===== src/mprs_consts.svh =====
// constants for the mirror park reset sequencer
// assumes a 100 MHz reference clock; included by bare name
`ifndef MPRS_CONSTS_SVH
`define MPRS_CONSTS_SVH
`define MPRS_CLK_MHZ 100
`define MPRS_FAST_PARK_US 32
`define MPRS_NORMAL_PARK_US 500
`define MPRS_HOST_WAIT_MS 500
`define MPRS_LEVEL_HOLD_MS 200
`define MPRS_INIT_CYCLES 1000
`define MPRS_GPIO_W 20
`endif


===== src/mprs_pkg.sv =====
// types for the mirror park reset sequencer
// no assumptions beyond the constants header
package mprs_pkg;
  typedef enum logic [5:0] {
    MPRS_RESET = 6'h01,
    MPRS_INIT = 6'h02,
    MPRS_RUN = 6'h04,
    MPRS_NPARK = 6'h08,
    MPRS_FPARK = 6'h10,
    MPRS_PARKED = 6'h20
  } mprs_state_e;
endpackage


===== src/mprs_sequencer.sv =====
// reset, self-configuration and mirror parking sequencer
// assumes all inputs synchronous to REF_CLK_I; outside party keeps its timing
`timescale 1ns/1ns
`default_nettype none
`include "mprs_consts.svh"

// Function
// RQ1: outside holds fast park high for normal run, before reset release.
// RQ2: outside drives fast park low 32 us before removing power.
// RQ3: fast park only for imminent power loss; normal park preferred.
// RQ4: normal park from projection_on low lasts up to 500 us.
// RQ5: outside keeps supplies and reset high until normal park completes.
// RQ6: self-configuration begins on rising edge of power-on reset.
// RQ7: serial port pins and twenty GPIO pins tri-stated during reset.
// RQ8: light selects and mirror driver enable forced low during reset.
// RQ9: all outputs inactive while reset input asserted.
// RQ10: host waits 500 ms after reset and fast park high before I2C.
// RQ11: mirror driver enable driven low after park, before mirror power off.
// RQ12: after reset, software may set unused GPIO pins as outputs.
// RQ13: projection_on low parks without power down; levels held 200 ms.
// RQ14: host interrupt shows init in progress and completion; tri-state in reset.
// RQ15: light selects stay low for the whole auto-initialization.
// RQ16: fast park request abandons a normal park and parks at once.
module mprs_sequencer
  import mprs_pkg::*;
#(
  parameter int FAST_PARK_CYC = `MPRS_FAST_PARK_US * `MPRS_CLK_MHZ,
  parameter int NORMAL_PARK_CYC = `MPRS_NORMAL_PARK_US * `MPRS_CLK_MHZ,
  parameter int INIT_CYC = `MPRS_INIT_CYCLES,
  parameter int HOST_WAIT_CYC = `MPRS_HOST_WAIT_MS * 1000 * `MPRS_CLK_MHZ
) (
  input wire logic REF_CLK_I,
  input wire logic RST_I,
  input wire logic POWER_ON_RESET_N_I,
  input wire logic FAST_PARK_N_I,
  input wire logic PROJECTION_ON_I,
  input wire logic [1:0] LIGHT_SELECT_REQ_I,
  input wire logic SERIAL_PORT_CLOCK_REQ_I,
  input wire logic SERIAL_PORT_DATA_OUT_REQ_I,
  input wire logic SERIAL_PORT_SELECT_0_N_REQ_I,
  input wire logic SERIAL_PORT_SELECT_1_N_REQ_I,
  input wire logic [`MPRS_GPIO_W-1:0] GPIO_OUT_REQ_I,
  input wire logic [`MPRS_GPIO_W-1:0] GPIO_DIR_OUT_I,
  output logic LIGHT_SOURCE_SELECT_LO_O,
  output logic LIGHT_SOURCE_SELECT_HI_O,
  output logic MIRROR_DRIVER_ENABLE_O,
  output logic SERIAL_PORT_CLOCK_O,
  output logic SERIAL_PORT_DATA_OUT_O,
  output logic SERIAL_PORT_SELECT_0_N_O,
  output logic SERIAL_PORT_SELECT_1_N_O,
  output logic SERIAL_PORT_OE_O,
  output logic [`MPRS_GPIO_W-1:0] GPIO_O,
  output logic [`MPRS_GPIO_W-1:0] GPIO_OE_O,
  output logic HOST_IRQ_O,
  output logic HOST_IRQ_OE_O,
  output logic PARKED_O,
  output logic HOST_READY_O
);

  initial begin
    if (FAST_PARK_CYC < 1 || NORMAL_PARK_CYC <= FAST_PARK_CYC || INIT_CYC < 1 || HOST_WAIT_CYC < 1) begin
      $error("mprs_sequencer: bad timing parameters");
    end
  end

  localparam int CW = 32;

  mprs_state_e state;
  mprs_state_e next_state;
  logic [CW-1:0] timer;
  logic [CW-1:0] host_timer;
  logic por_q;
  logic in_reset;
  logic timer_done;

  assign in_reset = !POWER_ON_RESET_N_I;
  assign timer_done = (timer == '0);

  //////////////////////////////////////////////////////////////////////////////
  // sequencing state machine
  always_comb begin
    next_state = state;
    case (state)
      MPRS_RESET: begin
        // por_q high means reset was seen last edge, so this is the rising edge
        if (!in_reset && por_q) begin
          next_state = MPRS_INIT; // see RQ6
        end
      end
      MPRS_INIT: begin
        if (timer_done) begin
          next_state = MPRS_RUN;
        end
      end
      MPRS_RUN: begin
        if (!FAST_PARK_N_I) begin
          next_state = MPRS_FPARK;
        end else if (!PROJECTION_ON_I) begin
          next_state = MPRS_NPARK; // see RQ13
        end
      end
      MPRS_NPARK: begin
        if (!FAST_PARK_N_I) begin
          next_state = MPRS_FPARK; // see RQ16
        end else if (timer_done) begin
          next_state = MPRS_PARKED; // see RQ4
        end
      end
      MPRS_FPARK: begin
        if (timer_done) begin
          next_state = MPRS_PARKED;
        end
      end
      MPRS_PARKED: begin
        // resume only when both park requests are released
        if (FAST_PARK_N_I && PROJECTION_ON_I) begin
          next_state = MPRS_INIT;
        end
      end
      default: next_state = MPRS_RESET;
    endcase
    if (in_reset) begin
      next_state = MPRS_RESET; // see RQ9
    end
  end

  // state register; por_q remembers the reset level for edge detection
  always_ff @(posedge REF_CLK_I or posedge RST_I) begin
    if (RST_I) begin
      state <= MPRS_RESET;
      por_q <= 1'b1;
    end else begin
      state <= next_state;
      por_q <= in_reset;
    end
  end

  // shared phase timer, reloaded on every state entry
  always_ff @(posedge REF_CLK_I or posedge RST_I) begin
    if (RST_I) begin
      timer <= '0;
    end else if (next_state != state) begin
      case (next_state)
        MPRS_INIT: timer <= CW'(INIT_CYC - 1);
        MPRS_NPARK: timer <= CW'(NORMAL_PARK_CYC - 1);
        MPRS_FPARK: timer <= CW'(FAST_PARK_CYC - 1); // see RQ16
        default: timer <= '0;
      endcase
    end else if (!timer_done) begin
      timer <= timer - 1'b1;
    end
  end

  // quiet window before the host may talk; status only, not enforced
  always_ff @(posedge REF_CLK_I or posedge RST_I) begin
    if (RST_I) begin
      host_timer <= '0;
      HOST_READY_O <= 1'b0;
    end else if (in_reset || !FAST_PARK_N_I) begin
      host_timer <= '0; // see RQ10
      HOST_READY_O <= 1'b0;
    end else if (host_timer != CW'(HOST_WAIT_CYC - 1)) begin
      host_timer <= host_timer + 1'b1;
      HOST_READY_O <= 1'b0;
    end else begin
      HOST_READY_O <= 1'b1;
    end
  end

  //////////////////////////////////////////////////////////////////////////////
  // registered pin drivers; light selects inactive outside run, mirror enable low only in reset and parked
  always_ff @(posedge REF_CLK_I or posedge RST_I) begin
    if (RST_I) begin
      LIGHT_SOURCE_SELECT_LO_O <= 1'b0;
      LIGHT_SOURCE_SELECT_HI_O <= 1'b0;
      MIRROR_DRIVER_ENABLE_O <= 1'b0;
      PARKED_O <= 1'b0;
    end else begin
      // light stays dark through init and parking
      LIGHT_SOURCE_SELECT_LO_O <= (next_state == MPRS_RUN) & LIGHT_SELECT_REQ_I[0]; // see RQ8, RQ15
      LIGHT_SOURCE_SELECT_HI_O <= (next_state == MPRS_RUN) & LIGHT_SELECT_REQ_I[1]; // see RQ8, RQ15
      // drops in reset or after park timer ends, mirrors still powered per outside
      MIRROR_DRIVER_ENABLE_O <= (next_state == MPRS_INIT) || (next_state == MPRS_RUN) ||
        (next_state == MPRS_NPARK) || (next_state == MPRS_FPARK); // see RQ8, RQ11
      PARKED_O <= (next_state == MPRS_PARKED);
    end
  end

  // serial port and gpio released from tri-state only after reset
  always_ff @(posedge REF_CLK_I or posedge RST_I) begin
    if (RST_I) begin
      SERIAL_PORT_OE_O <= 1'b0;
      SERIAL_PORT_CLOCK_O <= 1'b0;
      SERIAL_PORT_DATA_OUT_O <= 1'b0;
      SERIAL_PORT_SELECT_0_N_O <= 1'b1;
      SERIAL_PORT_SELECT_1_N_O <= 1'b1;
      GPIO_O <= '0;
      GPIO_OE_O <= '0;
    end else begin
      SERIAL_PORT_OE_O <= (next_state != MPRS_RESET); // see RQ7
      SERIAL_PORT_CLOCK_O <= SERIAL_PORT_CLOCK_REQ_I;
      SERIAL_PORT_DATA_OUT_O <= SERIAL_PORT_DATA_OUT_REQ_I;
      SERIAL_PORT_SELECT_0_N_O <= SERIAL_PORT_SELECT_0_N_REQ_I;
      SERIAL_PORT_SELECT_1_N_O <= SERIAL_PORT_SELECT_1_N_REQ_I;
      GPIO_O <= GPIO_OUT_REQ_I;
      // unused pins may be turned to outputs once out of reset
      GPIO_OE_O <= (next_state == MPRS_RESET) ? '0 : GPIO_DIR_OUT_I; // see RQ7, RQ12
    end
  end

  // interrupt low while initializing, released to pullup when done
  always_ff @(posedge REF_CLK_I or posedge RST_I) begin
    if (RST_I) begin
      HOST_IRQ_O <= 1'b0;
      HOST_IRQ_OE_O <= 1'b0;
    end else begin
      HOST_IRQ_O <= 1'b0;
      HOST_IRQ_OE_O <= (next_state == MPRS_INIT); // see RQ14
    end
  end

endmodule
`default_nettype wire


===== config.mk =====
export PLATFORM = sky130hd
export DESIGN_NAME = mprs_sequencer
export DESIGN_NICKNAME = d
export VERILOG_FILES = /design/src/mprs_pkg.sv /design/src/mprs_sequencer.sv
export VERILOG_INCLUDE_DIRS = /design/src
export SDC_FILE = /design/constraint.sdc
export NUM_CORES = 1
export LEC_CHECK = 0
export BUFFER_PORTS_ARGS = -buffer_cell sky130_fd_sc_hd__buf_2
export CAP_MARGIN = 20
export CORE_MARGIN = 2
export CORE_UTILIZATION = 55
export CTS_CLUSTER_DIAMETER = 80
export CTS_CLUSTER_SIZE = 20
export DETAILED_ROUTE_END_ITERATION = 6
export GPL_TIMING_DRIVEN = 0
export HOLD_SLACK_MARGIN = 0.05
export PLACE_DENSITY_LB_ADDON = 0.15
export SYNTH_ARGS = -nofsm -noshare
export SYNTH_HDL_FRONTEND = slang
export SYNTH_SLANG_ARGS = --single-unit

===== constraint.sdc =====
create_clock -name REF_CLK_I -period 4.5 [get_ports REF_CLK_I]
set_clock_uncertainty 0.2 [all_clocks]
set_input_delay 0.225 -clock REF_CLK_I [delete_from_list [all_inputs] [get_ports REF_CLK_I]]
set_output_delay 0.225 -clock REF_CLK_I [all_outputs]
set_load 0.05 [all_outputs]

==> flow_summary_export.csv <==
group,metric,value,unit
place,placed_cell_area,0.00622,mm²
power_and_ir_drop,p_total,4.07,mW
finish,layout_common_cells,"dfrtp_1 (118), buf_2 (106), nor2_1 (79), dlygate4sd3_1 (51), xor2_1 (31)",
synth,synthMuxAreaShare,0.181,%
finish,fill_cells,643,
clock_tree,cts_root_buf,"clkbuf_8",
synth,yosysTopAreaCell,"dfrtp_1",
timing,tightest_slew,941,ps
synth,async_flop_share,100,%
drt,avgViaCountPerCell,5.49,
finish,num_antenna_cells,0,
synth,synthesis.nets,573,
finish,layout_commonest_cell,"dfrtp_1",
drt,drt_wl_total,14300,µm
run,drv_cap,0,
synth,ys.flop_type,"dfrtp_1",
timing,relSlewSlack,36.7,%
finish,stdcell_count,837,
finish,drive_gt1_share,22.9,%
setup_path,path_class,"flip-flop to flip-flop",
global_routing,antenna_found_initial,0,
timing,rsz0062_at_grt,"no",
synth,syn-cell-area,0.00552,mm²
synth,ys_warn_count,0,
setup_path,cp-start-kind,"flip-flop",
synth,seq_area_frac_synth,55.4,%
global_routing,grt_max_degree,80,
floorplanning,start_util,56.4,%
synth,yosys.area_share.simple,24.7,%
drt,routed-wl-met2,7210,µm
finish,fin_util,75.8,%
power_and_ir_drop,power_density,549,mW/mm²
setup_path,cp_max_fo,10,
worst_hold_path,hold_class,"primary input to async pin",
drt,post_drt_wl_per_cell,17.0,µm
drt,first_iter_violations,351,
power_and_ir_drop,peakVddDrop,0.439,mV
floorplanning,coreArea,0.00977,mm²
clock_tree,cts_tree,"built",
setup_path,crit_slowest_cell,"nor2_1",
global_routing,first_global_vias,4717,
setup_path,crit_arrival,3350,ps
place,routabilityCongestion,0.878,
global_routing,grt_overflow_total,0,
setup_path,r2r-start,"state[0]",
synth,ys_ff_latch,122,
status,status,"completed",
place,dp_cells,755,
clock_tree,clock_path_buffers,2,
setup_path,critical_path.most_common_cell,"nor2_1",
floorplanning,pin_count,103,
setup_path,critPathBufInv,1,
timing,finalSetupViolCount,0,
power_and_ir_drop,leakagePower,3.39,nW
timing,finalHoldViolations,0,
clock_tree,htree_levels,4,
drt,drc_errors,0,
finish,nets,745,
drt,met1Wirelength,5650,µm
synth,synthTopCellsByArea,"dfrtp_1 (54%), nor2_1 (5.4%), xor2_1 (4.9%)",
synth,synth_edf_count,0,
synth,synth_top_family_by_area,"simple AND/OR/NAND/NOR gates",
synth,syn_inst,520,
synth,synthAdderAreaFrac,0.454,%
drt,highest_layer,"met4",
setup_path,critPathTopFamily,"simple AND/OR/NAND/NOR gates",
timing,period_share,70.5,%
global_routing,grt_pass1_wl,23400,µm
timing,clock.fmax,315,MHz
place,port_buffers,101,
synth,yosys.area.top_type_share,53.5,%
floorplanning,core.rowCount,36,
place,dp_hpwl,8390,µm
drt,ant_nets,0,
synth,synth.avg_cell_area,10.6,µm²
setup_path,reg2reg_depth,8,
setup_path,end_kind,"flip-flop",
setup_path,rrSetupSlack,1330,ps
clock_tree,insertion_delay,520,ps
clock_tree,post_cts_buffers,0,
floorplanning,die_w,104,µm
floorplanning,die-area,0.0108,mm²
drt,first_pass_iters,6,
drt,via_count,4593,
setup_path,slowest_delay,500,ps
finish,area_growth,34.2,%
clock_tree,clock-sinks,122,
floorplanning,die_height,104,µm
finish,fin_area,0.00740,mm²
clock_tree,cts_buffers,17,
setup_path,worstPathCellList,"buf_2, nor4b_2, nand4_1, a41o_1, a2111oi_4, o2111ai_2, nor2_1, nor2_1",
clock_tree,clkSlewWorstSetupHoldPaths,60,ps
synth,yosysUniqueCellTypes,55,
synth,synthXorXnorAreaFrac,8.57,%
synth,synth-compound-area-share,7.98,%
setup_path,reg2reg_to,"timer[11]",
timing,worst_hold_slack,60.8,ps
setup_path,required,4680,ps
timing,slew_viol_final,0,
global_routing,track_usage,27.7,%
drt,wl_met3,953,µm
timing,period_needed,3170,ps
## worst max path at each step
| stage | slack [ps] | to | cells past startpoint | startpoint |
|---|---|---|---|---|
| floorplan | 840 | GPIO_OE_O[0] | 1 | RST_I |
| global placement | -360 | GPIO_OE_O[11] | 2 | RST_I |
| detailed placement | 1450 | timer[10] | 8 | state[3] |
| CTS | 1430 | timer[10] | 8 | state[3] |
| global route | 1060 | timer[11] | 8 | state[3] |
| finish | 1330 | timer[11] | 8 | state[0] |
## Yosys cell counts, types with 4 or more instances
library cell / instances
xnor2_1: 23
dfrtp_1: 118
a31oi_1: 4
nor2b_1: 6
and2_1: 25
o21a_1: 6
nand3b_1: 5
dfstp_2: 4
nand2_1: 27
inv_1: 10
or3_1: 9
clkbuf_1: 11
nor3_1: 15
nor4_1: 10
buf_2: 5
nand4_1: 18
a21oi_1: 13
nor2_1: 79
nor4b_1: 5
and3_1: 7
o21ai_0: 13
nand3_1: 15
xor2_1: 31
nand2b_1: 10
## stage by stage
step,setup TNS (ps),worst slack (ps)
6_report,0,1330
5_1_grt,0,1060
4_1_cts,0,1430
3_5_place_dp,0,1450
3_3_place_gp,-41660,-361
2_1_floorplan,0,839
## area by class of cell
type | instances | area, µm² | area share (%)
clock inverter | 10 | 214 | 2.89
clock buffer | 21 | 459 | 6.20
inverter | 10 | 42.5 | 0.575
buffer | 20 | 104 | 1.40
timing repair buffer | 153 | 1040 | 14.1
multi-input combinational | 368 | 2320 | 31.3
tap | 133 | 166 | 2.25
sequential | 122 | 3060 | 41.3
## layer usage
| layer | GRT usage, % | vias up |
|---|---|---|
| met3 | 8.27 | 39 |
| met1 | 33.4 | 2227 |
| met4 | 10.5 | 0 |
| met5 | 0 | - |
| met2 | 46.9 | 179 |
| li1 | - | 2148 |
## power breakdown
| part | leakage [nW] | internal, mW | switching (mW) |
|---|---|---|---|
| combinational | 1.45 | 0.431 | 0.692 |
| clock | 0.324 | 1.06 | 0.506 |
| sequential | 1.61 | 1.24 | 0.141 |
| total | 3.39 | 2.73 | 1.34 |
## cells by family after synthesis
logic type,after synthesis
muxes,1
other,1
DFF,122
xor gates and xnor gates,54
and+or+nand+nor,252
adders and majority gates,2
buffers and inverters,30
AOI/OAI and AO/OA,58
## worst min-delay path: stages
cell           delay [ps]
dlygate4sd3_1         530
buf_2                 140
inv_6                 300
## flip-flops by register name, indices dropped and copies added, names as in the netlist, 6 cells and up
register    cells
state           6
timer          32
host_timer     32
GPIO_O         20
GPIO_OE_O      20
## repair_timing
action	4_1_cts	5_1_grt
hold endpoints to repair	177	0
hold buffers	51	0
gates resized for setup	0	0
No activity file was read; power rests on OpenSTA's default activity.
